==> src/pkg/sfr_pkg.sv <==
// Purpose: shared constants and types for the STS-1 frame link and its two ends
// Assumes: one 100 MHz clock, one byte per link transfer
// Notes: positions are zero based; row 0, column 0 is the first byte of a frame
package sfr_pkg;
  localparam int unsigned FRAME_BYTES = 810;
  localparam int unsigned FRAME_BITS = 6480;
  localparam int unsigned FRAMES_PER_S = 8000;
  localparam int unsigned CLK_NS = 10;
  localparam int unsigned FRAME_NS = 1000000000 / FRAMES_PER_S;
  localparam int unsigned CYC_PER_FRAME = FRAME_NS / CLK_NS;
  localparam logic [13:0] PACE_STEP = 14'(FRAME_BYTES);
  localparam logic [13:0] PACE_WRAP = 14'(CYC_PER_FRAME);
  // frame array: 9 rows of 90 columns
  localparam logic [3:0] ROW_LAST = 4'h8;
  localparam logic [6:0] COL_LAST = 7'h59;
  // transport overhead columns 0..2, envelope from column 3
  localparam logic [6:0] TOH_LAST = 7'h2;
  localparam logic [6:0] ENV_FIRST = 7'h3;
  localparam logic [6:0] SPE_COL_LAST = 7'h56;
  localparam logic [9:0] ENV_LAST = 10'h30E;
  // pointer bytes sit in row 3 of the overhead
  localparam logic [3:0] PTR_ROW = 4'h3;
  localparam logic [6:0] H1_COL = 7'h0;
  localparam logic [6:0] H2_COL = 7'h1;
  localparam logic [6:0] H3_COL = 7'h2;
  localparam logic [9:0] PTR_MAX = 10'h30E;
  localparam logic [3:0] NDF_NORM = 4'h6;
  localparam logic [3:0] NDF_SET = 4'h9;
  localparam int unsigned PTR_HALF = 5;
  localparam logic [2:0] PTR_MAJ = 3'h3;
  localparam logic [1:0] PTR_AGREE_LAST = 2'h2;
  // data communication channel rows within the overhead
  localparam logic [3:0] DCC_SEC_ROW = 4'h2;
  localparam logic [3:0] DCC_LINE_FIRST = 4'h5;
  localparam logic [3:0] DCC_LINE_LAST = 4'h7;
  // framing pattern and filler
  localparam logic [7:0] FRAME_A = 8'hF6;
  localparam logic [7:0] FRAME_B = 8'h28;
  localparam logic [7:0] FILL_BYTE = 8'h00;
  localparam logic [3:0] A_ROW = 4'h0;
  localparam logic [6:0] A1_COL = 7'h0;
  localparam logic [6:0] A2_COL = 7'h1;

  typedef enum logic [1:0] {SFR_TOH, SFR_POH, SFR_PAY, SFR_STUFF} sfr_kind_t;
endpackage

==> src/pkg/sfr_link_if.sv <==
// Purpose: byte link between the frame sender and the receiving terminal
// Assumes: both ends on the same clock; data, sof held while valid and not ready
// Notes: sof marks the first byte of every frame
`timescale 1ns/1ps
interface sfr_link_if;
  logic [7:0] data;
  logic sof;
  logic valid;
  logic ready;
  modport tx (output data, output sof, output valid, input ready);
  modport rx (input data, input sof, input valid, output ready);
endinterface

==> src/rtl/sfr_rx_term.sv <==
// Purpose: receiving path terminal for an STS-1 byte stream
// Assumes: sender keeps frame order and marks each frame's first byte with sof
// Notes: classifies every byte, tracks the floating envelope through its pointer
`timescale 1ns/1ps
module sfr_rx_term
  import sfr_pkg::*;
(
  input wire logic clk,
  input wire logic reset_n,
  sfr_link_if.rx link,
  input wire logic usr_ready,
  output logic valid_q,
  output logic [7:0] data_q,
  output sfr_kind_t kind_q,
  output logic frame_start_q,
  output logic [3:0] row_out_q,
  output logic [6:0] col_out_q,
  output logic dcc_q,
  output logic spe_start_q,
  output logic [9:0] ptr_q,
  output logic ptr_ok_q,
  output logic ptr_inc_q,
  output logic ptr_dec_q,
  output logic ndf_q,
  output logic align_err_q
);
  logic [8:0] buf_out;
  logic buf_valid, take, b_sof;
  logic [7:0] b_byte;
  logic [3:0] row_q, r_cur, r_nxt;
  logic [6:0] col_q, c_cur, c_nxt;
  logic [9:0] env_q, e_cur, rx_ptr, cand_q;
  logic [6:0] spe_q, s_cur;
  logic [7:0] h1_q;
  logic [1:0] seen_q;
  logic [3:0] ndf_bits;
  logic [2:0] flip_i, flip_d;
  logic inc_fr_q, dec_fr_q;
  logic in_toh, in_env, frame_first, is_stuff, h3_data, spe_hit, at_h2;
  sfr_kind_t kind_d;

  // counts pointer bits that differ from the held pointer, odd or even half
  function automatic logic [2:0] flips(input logic [9:0] a, input logic [9:0] b,
                                       input logic odd);
    logic [2:0] n;
    n = '0;
    for (int k = 0; k < PTR_HALF; k++)
      n = n + 3'(a[2 * k + int'(odd)] ^ b[2 * k + int'(odd)]);
    return n;
  endfunction

  // the buffer absorbs a user stall so the link never drops a byte
  sfr_buf2 #(.WIDTH(9), .DEPTH(2)) u_buf (
    .clk(clk),
    .reset_n(reset_n),
    .in_data({link.sof, link.data}),
    .in_valid(link.valid),
    .in_ready(link.ready),
    .out_data(buf_out),
    .out_valid(buf_valid),
    .out_ready(take)
  );

  assign take = buf_valid && (!valid_q || usr_ready);
  assign b_sof = buf_out[8];
  assign b_byte = buf_out[7:0];

  always_comb
  begin
    // a marked byte forces the position back to the frame origin
    r_cur = b_sof ? '0 : row_q;
    c_cur = b_sof ? '0 : col_q;
    if (c_cur == COL_LAST)
    begin
      c_nxt = '0;
      r_nxt = (r_cur == ROW_LAST) ? '0 : r_cur + 4'h1;
    end
    else
    begin
      c_nxt = c_cur + 7'h1;
      r_nxt = r_cur;
    end
    frame_first = (r_cur == '0) && (c_cur == '0);
    in_toh = (c_cur <= TOH_LAST);
    in_env = !in_toh;
    is_stuff = inc_fr_q && (r_cur == PTR_ROW) && (c_cur == ENV_FIRST);
    h3_data = dec_fr_q && (r_cur == PTR_ROW) && (c_cur == H3_COL);
    // envelope offset zero is the byte right after the action byte
    e_cur = ((r_cur == PTR_ROW) && (c_cur == ENV_FIRST)) ? '0 : env_q;
    spe_hit = ptr_ok_q && in_env && !is_stuff && (e_cur == ptr_q);
    s_cur = spe_hit ? '0 : spe_q;
    if (in_toh)
      kind_d = h3_data ? SFR_PAY : SFR_TOH;
    else if (is_stuff)
      kind_d = SFR_STUFF;
    else if (s_cur == '0)
      kind_d = SFR_POH;
    else
      kind_d = SFR_PAY;
  end

  // position counters
  always_ff @(posedge clk)
  begin
    if (!reset_n)
    begin
      row_q <= '0;
      col_q <= '0;
      env_q <= '0;
      spe_q <= '0;
    end
    else if (take)
    begin
      row_q <= r_nxt;
      col_q <= c_nxt;
      if (in_env)
        env_q <= (e_cur == ENV_LAST) ? '0 : e_cur + 10'h1;
      if ((in_env && !is_stuff) || h3_data)
        spe_q <= (s_cur == SPE_COL_LAST) ? '0 : s_cur + 7'h1;
    end
  end

  assign rx_ptr = {h1_q[1:0], b_byte};
  assign ndf_bits = h1_q[7:4];
  assign flip_i = flips(rx_ptr, ptr_q, 1'b1);
  assign flip_d = flips(rx_ptr, ptr_q, 1'b0);
  assign at_h2 = take && (r_cur == PTR_ROW) && (c_cur == H2_COL);

  // pointer interpretation
  always_ff @(posedge clk)
  begin
    if (!reset_n)
    begin
      h1_q <= '0;
      ptr_q <= '0;
      ptr_ok_q <= 1'b0;
      cand_q <= '0;
      seen_q <= '0;
      inc_fr_q <= 1'b0;
      dec_fr_q <= 1'b0;
      ptr_inc_q <= 1'b0;
      ptr_dec_q <= 1'b0;
      ndf_q <= 1'b0;
    end
    else
    begin
      ptr_inc_q <= 1'b0;
      ptr_dec_q <= 1'b0;
      ndf_q <= 1'b0;
      if (take && (r_cur == PTR_ROW) && (c_cur == H1_COL))
        h1_q <= b_byte;
      if (take && frame_first)
      begin
        inc_fr_q <= 1'b0;
        dec_fr_q <= 1'b0;
      end
      if (at_h2)
      begin
        if ((ndf_bits == NDF_SET) && (rx_ptr <= PTR_MAX))
        begin
          // new data flag: jump at once, no persistence wait
          ptr_q <= rx_ptr;
          ptr_ok_q <= 1'b1;
          ndf_q <= 1'b1;
          seen_q <= '0;
        end
        else if (ptr_ok_q && (ndf_bits == NDF_NORM) && (flip_i >= PTR_MAJ)
                 && (flip_d < PTR_MAJ))
        begin
          ptr_q <= (ptr_q == PTR_MAX) ? '0 : ptr_q + 10'h1;
          ptr_inc_q <= 1'b1;
          inc_fr_q <= 1'b1;
        end
        else if (ptr_ok_q && (ndf_bits == NDF_NORM) && (flip_d >= PTR_MAJ)
                 && (flip_i < PTR_MAJ))
        begin
          ptr_q <= (ptr_q == '0) ? PTR_MAX : ptr_q - 10'h1;
          ptr_dec_q <= 1'b1;
          dec_fr_q <= 1'b1;
        end
        else if ((ndf_bits == NDF_NORM) && (rx_ptr <= PTR_MAX))
        begin
          // a changed pointer must repeat before it is believed
          if (rx_ptr == cand_q)
          begin
            if (seen_q == PTR_AGREE_LAST)
            begin
              ptr_q <= rx_ptr;
              ptr_ok_q <= 1'b1;
            end
            else
              seen_q <= seen_q + 2'h1;
          end
          else
          begin
            cand_q <= rx_ptr;
            seen_q <= 2'h1;
          end
        end
      end
    end
  end

  // user side output stage
  always_ff @(posedge clk)
  begin
    if (!reset_n)
    begin
      valid_q <= 1'b0;
      data_q <= '0;
      kind_q <= SFR_TOH;
      frame_start_q <= 1'b0;
      row_out_q <= '0;
      col_out_q <= '0;
      dcc_q <= 1'b0;
      spe_start_q <= 1'b0;
      align_err_q <= 1'b0;
    end
    else
    begin
      align_err_q <= take && (b_sof != ((row_q == '0) && (col_q == '0)));
      if (take)
      begin
        valid_q <= 1'b1;
        data_q <= b_byte;
        kind_q <= kind_d;
        frame_start_q <= frame_first;
        row_out_q <= r_cur;
        col_out_q <= c_cur;
        dcc_q <= in_toh && ((r_cur == DCC_SEC_ROW) ||
                 ((r_cur >= DCC_LINE_FIRST) && (r_cur <= DCC_LINE_LAST)));
        spe_start_q <= spe_hit;
      end
      else if (usr_ready)
        valid_q <= 1'b0;
    end
  end
endmodule // sfr_rx_term

==> src/rtl/sfr_buf2.sv <==
// Purpose: two-entry buffer with valid and ready on both sides
// Assumes: DEPTH is a power of two
// Notes: full back-pressure, no word lost while the drain side stalls
`timescale 1ns/1ps
module sfr_buf2 #(
  parameter int WIDTH = 9,
  parameter int DEPTH = 2
) (
  input wire logic clk,
  input wire logic reset_n,
  input wire logic [WIDTH-1:0] in_data,
  input wire logic in_valid,
  output logic in_ready,
  output logic [WIDTH-1:0] out_data,
  output logic out_valid,
  input wire logic out_ready
);
  localparam int PW = $clog2(DEPTH);
  localparam int CW = $clog2(DEPTH + 1);
  localparam logic [CW-1:0] FULL = CW'(DEPTH);
  logic [WIDTH-1:0] mem_q [DEPTH];
  logic [PW-1:0] wp_q, rp_q;
  logic [CW-1:0] cnt_q;
  logic wr, rd;

  assign in_ready = (cnt_q != FULL);
  assign out_valid = (cnt_q != '0);
  assign out_data = mem_q[rp_q];
  assign wr = in_valid && in_ready;
  assign rd = out_valid && out_ready;

  for (genvar g = 0; g < DEPTH; g++)
  begin : g_entry
    always_ff @(posedge clk)
    begin
      if (wr && (wp_q == PW'(g)))
        mem_q[g] <= in_data;
    end
  end

  always_ff @(posedge clk)
  begin
    if (!reset_n)
    begin
      wp_q <= '0;
      rp_q <= '0;
      cnt_q <= '0;
    end
    else
    begin
      if (wr)
        wp_q <= wp_q + PW'(1);
      if (rd)
        rp_q <= rp_q + PW'(1);
      if (wr && !rd)
        cnt_q <= cnt_q + CW'(1);
      else if (rd && !wr)
        cnt_q <= cnt_q - CW'(1);
    end
  end
endmodule // sfr_buf2

==> src/flat_wrapper.sv <==
// flat-port wrapper written by rule: the top's interface ports become plain ports
module sfr_rx_term_flat import sfr_pkg::*;
  (clk, reset_n, usr_ready, valid_q, data_q, kind_q, frame_start_q, row_out_q, col_out_q, dcc_q, spe_start_q, ptr_q, ptr_ok_q, ptr_inc_q, ptr_dec_q, ndf_q, align_err_q, link_data, link_sof, link_valid, link_ready);
  sfr_link_if link_i ();
  input wire logic clk;
  input wire logic reset_n;
  input wire logic usr_ready;
  output logic valid_q;
  output logic [7:0] data_q;
  output sfr_kind_t kind_q;
  output logic frame_start_q;
  output logic [3:0] row_out_q;
  output logic [6:0] col_out_q;
  output logic dcc_q;
  output logic spe_start_q;
  output logic [9:0] ptr_q;
  output logic ptr_ok_q;
  output logic ptr_inc_q;
  output logic ptr_dec_q;
  output logic ndf_q;
  output logic align_err_q;
  input wire logic [$bits(link_i.data)-1:0] link_data;
  input wire logic [$bits(link_i.sof)-1:0] link_sof;
  input wire logic [$bits(link_i.valid)-1:0] link_valid;
  output wire logic [$bits(link_i.ready)-1:0] link_ready;
  assign link_i.data = link_data;
  assign link_i.sof = link_sof;
  assign link_i.valid = link_valid;
  assign link_ready = link_i.ready;
  sfr_rx_term u_core (.clk(clk), .reset_n(reset_n), .link(link_i), .usr_ready(usr_ready), .valid_q(valid_q), .data_q(data_q), .kind_q(kind_q), .frame_start_q(frame_start_q), .row_out_q(row_out_q), .col_out_q(col_out_q), .dcc_q(dcc_q), .spe_start_q(spe_start_q), .ptr_q(ptr_q), .ptr_ok_q(ptr_ok_q), .ptr_inc_q(ptr_inc_q), .ptr_dec_q(ptr_dec_q), .ndf_q(ndf_q), .align_err_q(align_err_q));
endmodule
==> config.mk <==
export PLATFORM = sky130hd
export DESIGN_NAME = sfr_rx_term_flat
export DESIGN_NICKNAME = d
export VERILOG_FILES = /design/src/pkg/sfr_pkg.sv /design/src/pkg/sfr_link_if.sv /design/src/rtl/sfr_rx_term.sv /design/src/rtl/sfr_buf2.sv /design/src/flat_wrapper.sv
export SDC_FILE = /design/constraint.sdc
export NUM_CORES = 1
export LEC_CHECK = 0
export BUFFER_PORTS_ARGS = -buffer_cell sky130_fd_sc_hd__buf_2
export CAP_MARGIN = 20
export CORE_MARGIN = 2
export CORE_UTILIZATION = 35
export CTS_CLUSTER_DIAMETER = 200
export CTS_CLUSTER_SIZE = 24
export DETAILED_ROUTE_END_ITERATION = 6
export SLEW_MARGIN = 0
export SYNTH_ARGS = -nofsm -noshare
export SYNTH_HDL_FRONTEND = slang
export SYNTH_SLANG_ARGS = --single-unit
==> constraint.sdc <==
create_clock -name clk -period 13.4 [get_ports clk]
set_clock_uncertainty 0.1 [all_clocks]
set_input_delay 0.67 -clock clk [delete_from_list [all_inputs] [get_ports clk]]
set_output_delay 0.67 -clock clk [all_outputs]
set_load 0.05 [all_outputs]
==> summary.md <==
| Metric | Value |
|---|---|
| Result of the run | finished clean |
| Overall routing resource usage | 17.4% |
| Number of enable-type register cells in the synthesized netlist | 18 |
| Die height | roughly 140 µm |
| Largest net degree at the start of global routing | just over 50 |
| Width of the die | 138 µm |
| Shortest period the worst path allows | 5.19 ns |
| Crit path kind | reg2reg |
| TritonCTS buffer count | 9 |
| Via count of the first global-routing pass | between 4000 and 5000 |
| Sinks on the clock net | approximately 110 |
| Area taken by flip-flops and latches | 2400 µm² |
| RSZ-0062 raised after global routing | false |
| Max-slew headroom | 37.8% |
| Ratio of total power to cell area | around 140 nW/µm² |
| Top_reg_cell synth | sky130_fd_sc_hd__dfxtp_1 |
| Clock Tree Root | sky130_fd_sc_hd__clkbuf_16 |
| Net Count, Synth | 788 |
| Required time at the worst-slack endpoint | 13.56 ns |
| Actual slew at the worst max-slew pin | 0.926 ns |
| Final-layout setup total negative slack | 0 ns |
| Class of the most critical hold timing path | reg2reg |
| Gate count of the mapped netlist | 751 |
| Placer's final routability congestion estimate | 0.879 |
| Sum of routed wire length over all layers | 15800 µm |
| Count of fill cells added during filler insertion | between 1500 and 2000 |
| Total internal power | 605 µW |
| Leakage power figure | 0.00265 µW |
| Placeable core region | 17400 µm² |
| Placed standard-cell area | about 6600 µm² |
| Initial antenna violation count | 0 |
| CP Max Fanout | 15 |
| H-tree Lvls | 3 |
| Ys async rst share | 0% |
| Area of combinational cells with multiple inputs | 3520 µm² |
| Area of the mapped netlist | approximately 6200 µm² |
| Post-place setup slack | a little over 8 ns |
| Final global-route overflow total | 0 |
| Number of gates given a new drive strength after cts | 0 |
| Setup crit start kind | register |
| CP Capture Type | register |
| PnR Total Power | 993 µW |
| Clock slew seen by the registers of the worst setup and hold paths | 0.08 ns |
| Worst voltage drop across the vdd grid | 0.000123 V |
| Post-DP HPWL | around 11000 µm |
| Number of inserted diodes | 0 |
| Detailed-router iteration count before antenna repair | 5 |
| Final Net Count | 804 |
| Post-Syn Area per Cell | 8.31 µm² |
| Total vias in the final route | 5448 |
| Part of the Yosys area used for sequential elements | 38.5% |
| Max capacitance violation total | 0 |
| Post-detailed-route DRC marker count | 0 |
| Distinct cells, synth | 70 |
| Power share of the clock group | between 20% and 30% |
| Post-Layout Inst Area | 6890 µm² |
| Max Fclk | 0.193 GHz |
| Wire length of the first global-routing pass | 26200 µm |
| Comb pwr share | 32.4% |
| Number of max-slew violations in the final report | 0 |
| Share of total power consumed by net switching | between 30% and 40% |
| Detailed-route vias per instance | 5.46 |
| Sw Pwr | 388 µW |
| Number of placement rows | 48 |
| Final period util | between 30% and 40% |
| Sequential share of power | 40.3% |
| Clock tree from TritonCTS | built |
| Count of pins on the block boundary | 54 |
| Per-cell routed wire length | ~16 µm |
| Starting utilization of the core area | 35.9% |
| Endpoints failing setup | 0 |
| Setup slack on the worst flop-to-flop path | 8.21 ns |
| Buffer depth of the longest clock path | 2 |
| Buffers added on ports | 53 |
| Crit path setup slack, layout | 8.21 ns |
| Syn. warnings | 0 |
| Layout area overhead | 10.4% |
| Worst skew pair latency | 0.36 ns |
| Number of setup buffers added after CTS | 0 |
| Arrival time worst endpoint | ~5.4 ns |
| Number of storage elements in the synthesis netlist | about 110 |
| Number of buffers inserted for hold repair after clock tree synthesis | 0 |
| Antenna-violating nets left | 0 |
| Ratio of cells with drive above 1 in the final layout | 13.1% |
| Starting DRC count in detailed routing | slightly above 400 |
| Number of endpoints with negative hold slack in the final report | 0 |
| Die area | approximately 19000 µm² |
==> per-layer routing <==
layer  vias to the layer above  part of all wire (%)  wire length (µm)  global-route usage, %
met5                         -                     0                 0                      0
met4                         0                   1.5               234                   4.81
met3                        21                   4.8               763                   3.31
met2                       150                    43              6790                   25.8
met1                      2535                    51              8030                   25.7
li1                       2742                     -                 -                      -
==> state kept, by name, indices dropped and copies added, names as in the netlist, 2 cells and up, named ones only <==
| register | cells |
|---|---|
| u_core.spe_q | 7 |
| u_core.row_out_q | 4 |
| u_core.cand_q | 10 |
| u_core.col_q | 7 |
| u_core.col_out_q | 7 |
| u_core.u_buf.mem_q | 18 |
| u_core.data_q | 8 |
| u_core.seen_q | 2 |
| u_core.kind_q | 2 |
| u_core.row_q | 4 |
| u_core.h1_q | 6 |
| u_core.ptr_q | 10 |
| u_core.env_q | 10 |
| u_core.u_buf.cnt_q | 2 |
==> synth_stat cells (5+ instances only) <==
cell type	number	area [µm²]
sky130_fd_sc_hd__xor2_1	17	149
sky130_fd_sc_hd__a21oi_1	52	260
sky130_fd_sc_hd__inv_1	20	75.1
sky130_fd_sc_hd__o21a_1	5	37.5
sky130_fd_sc_hd__and2_1	6	37.5
sky130_fd_sc_hd__edfxtp_1	18	541
sky130_fd_sc_hd__nor2_1	90	338
sky130_fd_sc_hd__nand2_1	74	278
sky130_fd_sc_hd__nor3_1	22	110
sky130_fd_sc_hd__mux2i_1	12	120
sky130_fd_sc_hd__a211oi_1	10	75.1
sky130_fd_sc_hd__o211ai_1	6	45.0
sky130_fd_sc_hd__nand3_1	34	170
sky130_fd_sc_hd__nor4_1	11	68.8
sky130_fd_sc_hd__buf_2	5	25.0
sky130_fd_sc_hd__nor2b_1	7	43.8
sky130_fd_sc_hd__ha_1	20	250
sky130_fd_sc_hd__or2_2	9	56.3
sky130_fd_sc_hd__clkbuf_1	36	135
sky130_fd_sc_hd__nand4_1	9	56.3
sky130_fd_sc_hd__a22oi_1	15	113
sky130_fd_sc_hd__and3_1	10	62.6
sky130_fd_sc_hd__o22ai_1	8	50.1
sky130_fd_sc_hd__buf_1	7	26.3
sky130_fd_sc_hd__xnor2_1	20	175
sky130_fd_sc_hd__a31oi_1	11	68.8
sky130_fd_sc_hd__dfxtp_1	93	1860
sky130_fd_sc_hd__o21ai_0	39	195
==> cell families (layout without fill, tap and decap cells) <==
group / after synthesis / after routing / share of synthesized area, %
AO/OA/AOI/OAI: 193 / 193 / 20.4
flip-flops: 111 / 111 / 38.5
XOR/XNOR: 37 / 37 / 5.19
AND/OR/NAND/NOR: 298 / 298 / 23.1
multiplexers: 15 / 15 / 2.51
adder cells (fa/ha/maj): 24 / 24 / 5.29
buffers and inverters: 73 / 94 / 5.03
==> area by class of cell <==
cell class | count | area share, %
Multi-Input combinational cell | 567 | 51.2
Sequential cell | 111 | 34.9
Timing Repair Buffer | 58 | 4.40
Tap cell | 225 | 4.09
Clock buffer | 9 | 3.27
Clock inverter | 7 | 1.09
Inverter | 20 | 1.09
==> critical path, stage by stage (launching register included) <==
cell	delay, ns
sky130_fd_sc_hd__dfxtp_1	0.77
sky130_fd_sc_hd__mux2i_1	0.71
sky130_fd_sc_hd__xor2_1	0.23
sky130_fd_sc_hd__fa_1	0.47
sky130_fd_sc_hd__fa_1	0.42
sky130_fd_sc_hd__inv_1	0.06
sky130_fd_sc_hd__ha_1	0.21
sky130_fd_sc_hd__nor2b_1	0.17
sky130_fd_sc_hd__or3_1	0.36
sky130_fd_sc_hd__o21ai_0	0.68
sky130_fd_sc_hd__nor3_1	0.08
sky130_fd_sc_hd__o21ai_0	0.47
sky130_fd_sc_hd__a21oi_1	0.08
sky130_fd_sc_hd__o221a_2	0.26
==> cells in the final DEF, fill, tap and decap left out, types with 5 or more instances in the layout <==
master / n
sky130_fd_sc_hd__buf_4: 5
sky130_fd_sc_hd__nor2_1: 89
sky130_fd_sc_hd__xnor2_1: 20
sky130_fd_sc_hd__nor3_1: 22
sky130_fd_sc_hd__o21ai_0: 39
sky130_fd_sc_hd__a22oi_1: 15
sky130_fd_sc_hd__nor2b_1: 7
sky130_fd_sc_hd__o22ai_1: 8
sky130_fd_sc_hd__a31oi_1: 11
sky130_fd_sc_hd__a21oi_1: 52
sky130_fd_sc_hd__nand3_1: 34
sky130_fd_sc_hd__o211ai_1: 6
sky130_fd_sc_hd__and2_1: 6
sky130_fd_sc_hd__nand4_1: 9
sky130_fd_sc_hd__o21a_1: 5
sky130_fd_sc_hd__nand2_1: 74
sky130_fd_sc_hd__a211oi_1: 10
sky130_fd_sc_hd__inv_1: 19
sky130_fd_sc_hd__xor2_1: 17
sky130_fd_sc_hd__mux2i_1: 12
sky130_fd_sc_hd__and3_1: 10
sky130_fd_sc_hd__clkbuf_16: 9
sky130_fd_sc_hd__edfxtp_1: 18
sky130_fd_sc_hd__ha_1: 20
sky130_fd_sc_hd__buf_2: 53
sky130_fd_sc_hd__dfxtp_1: 93
sky130_fd_sc_hd__nor4_1: 11
sky130_fd_sc_hd__or2_2: 9
==> through the flow <==
step	cells	hold WS [ns]	utilization (%)
2_1_floorplan	751	0.327	-
3_3_place_gp	981	0.340	37.9
3_5_place_dp	981	0.344	37.9
4_1_cts	997	0.355	39.7
5_1_grt	997	0.368	39.7
6_report	997	0.351	39.7
==> worst paths after layout <==
kind | from | to | cells after the start
worst max-delay path | register | u_core.seen_q[0] | 13
worst min register to register | u_core.row_out_q[0] | u_core.row_out_q[0] | 2
worst max register to register | register | u_core.seen_q[0] | 13
worst min-delay path | u_core.row_out_q[0] | u_core.row_out_q[0] | 2
==> power by group through the flow <==
| stage | Clock, µW | Combinational, µW | Sequential (µW) |
|---|---|---|---|
| floorplan | 0 | 196 | 459 |
| global placement | 0 | 319 | 408 |
| detailed placement | 0 | 321 | 407 |
| CTS | 280 | 323 | 400 |
| global route | 293 | 355 | 405 |
| finish | 272 | 322 | 400 |
Note: power is estimated with default switching activity, not from simulation.
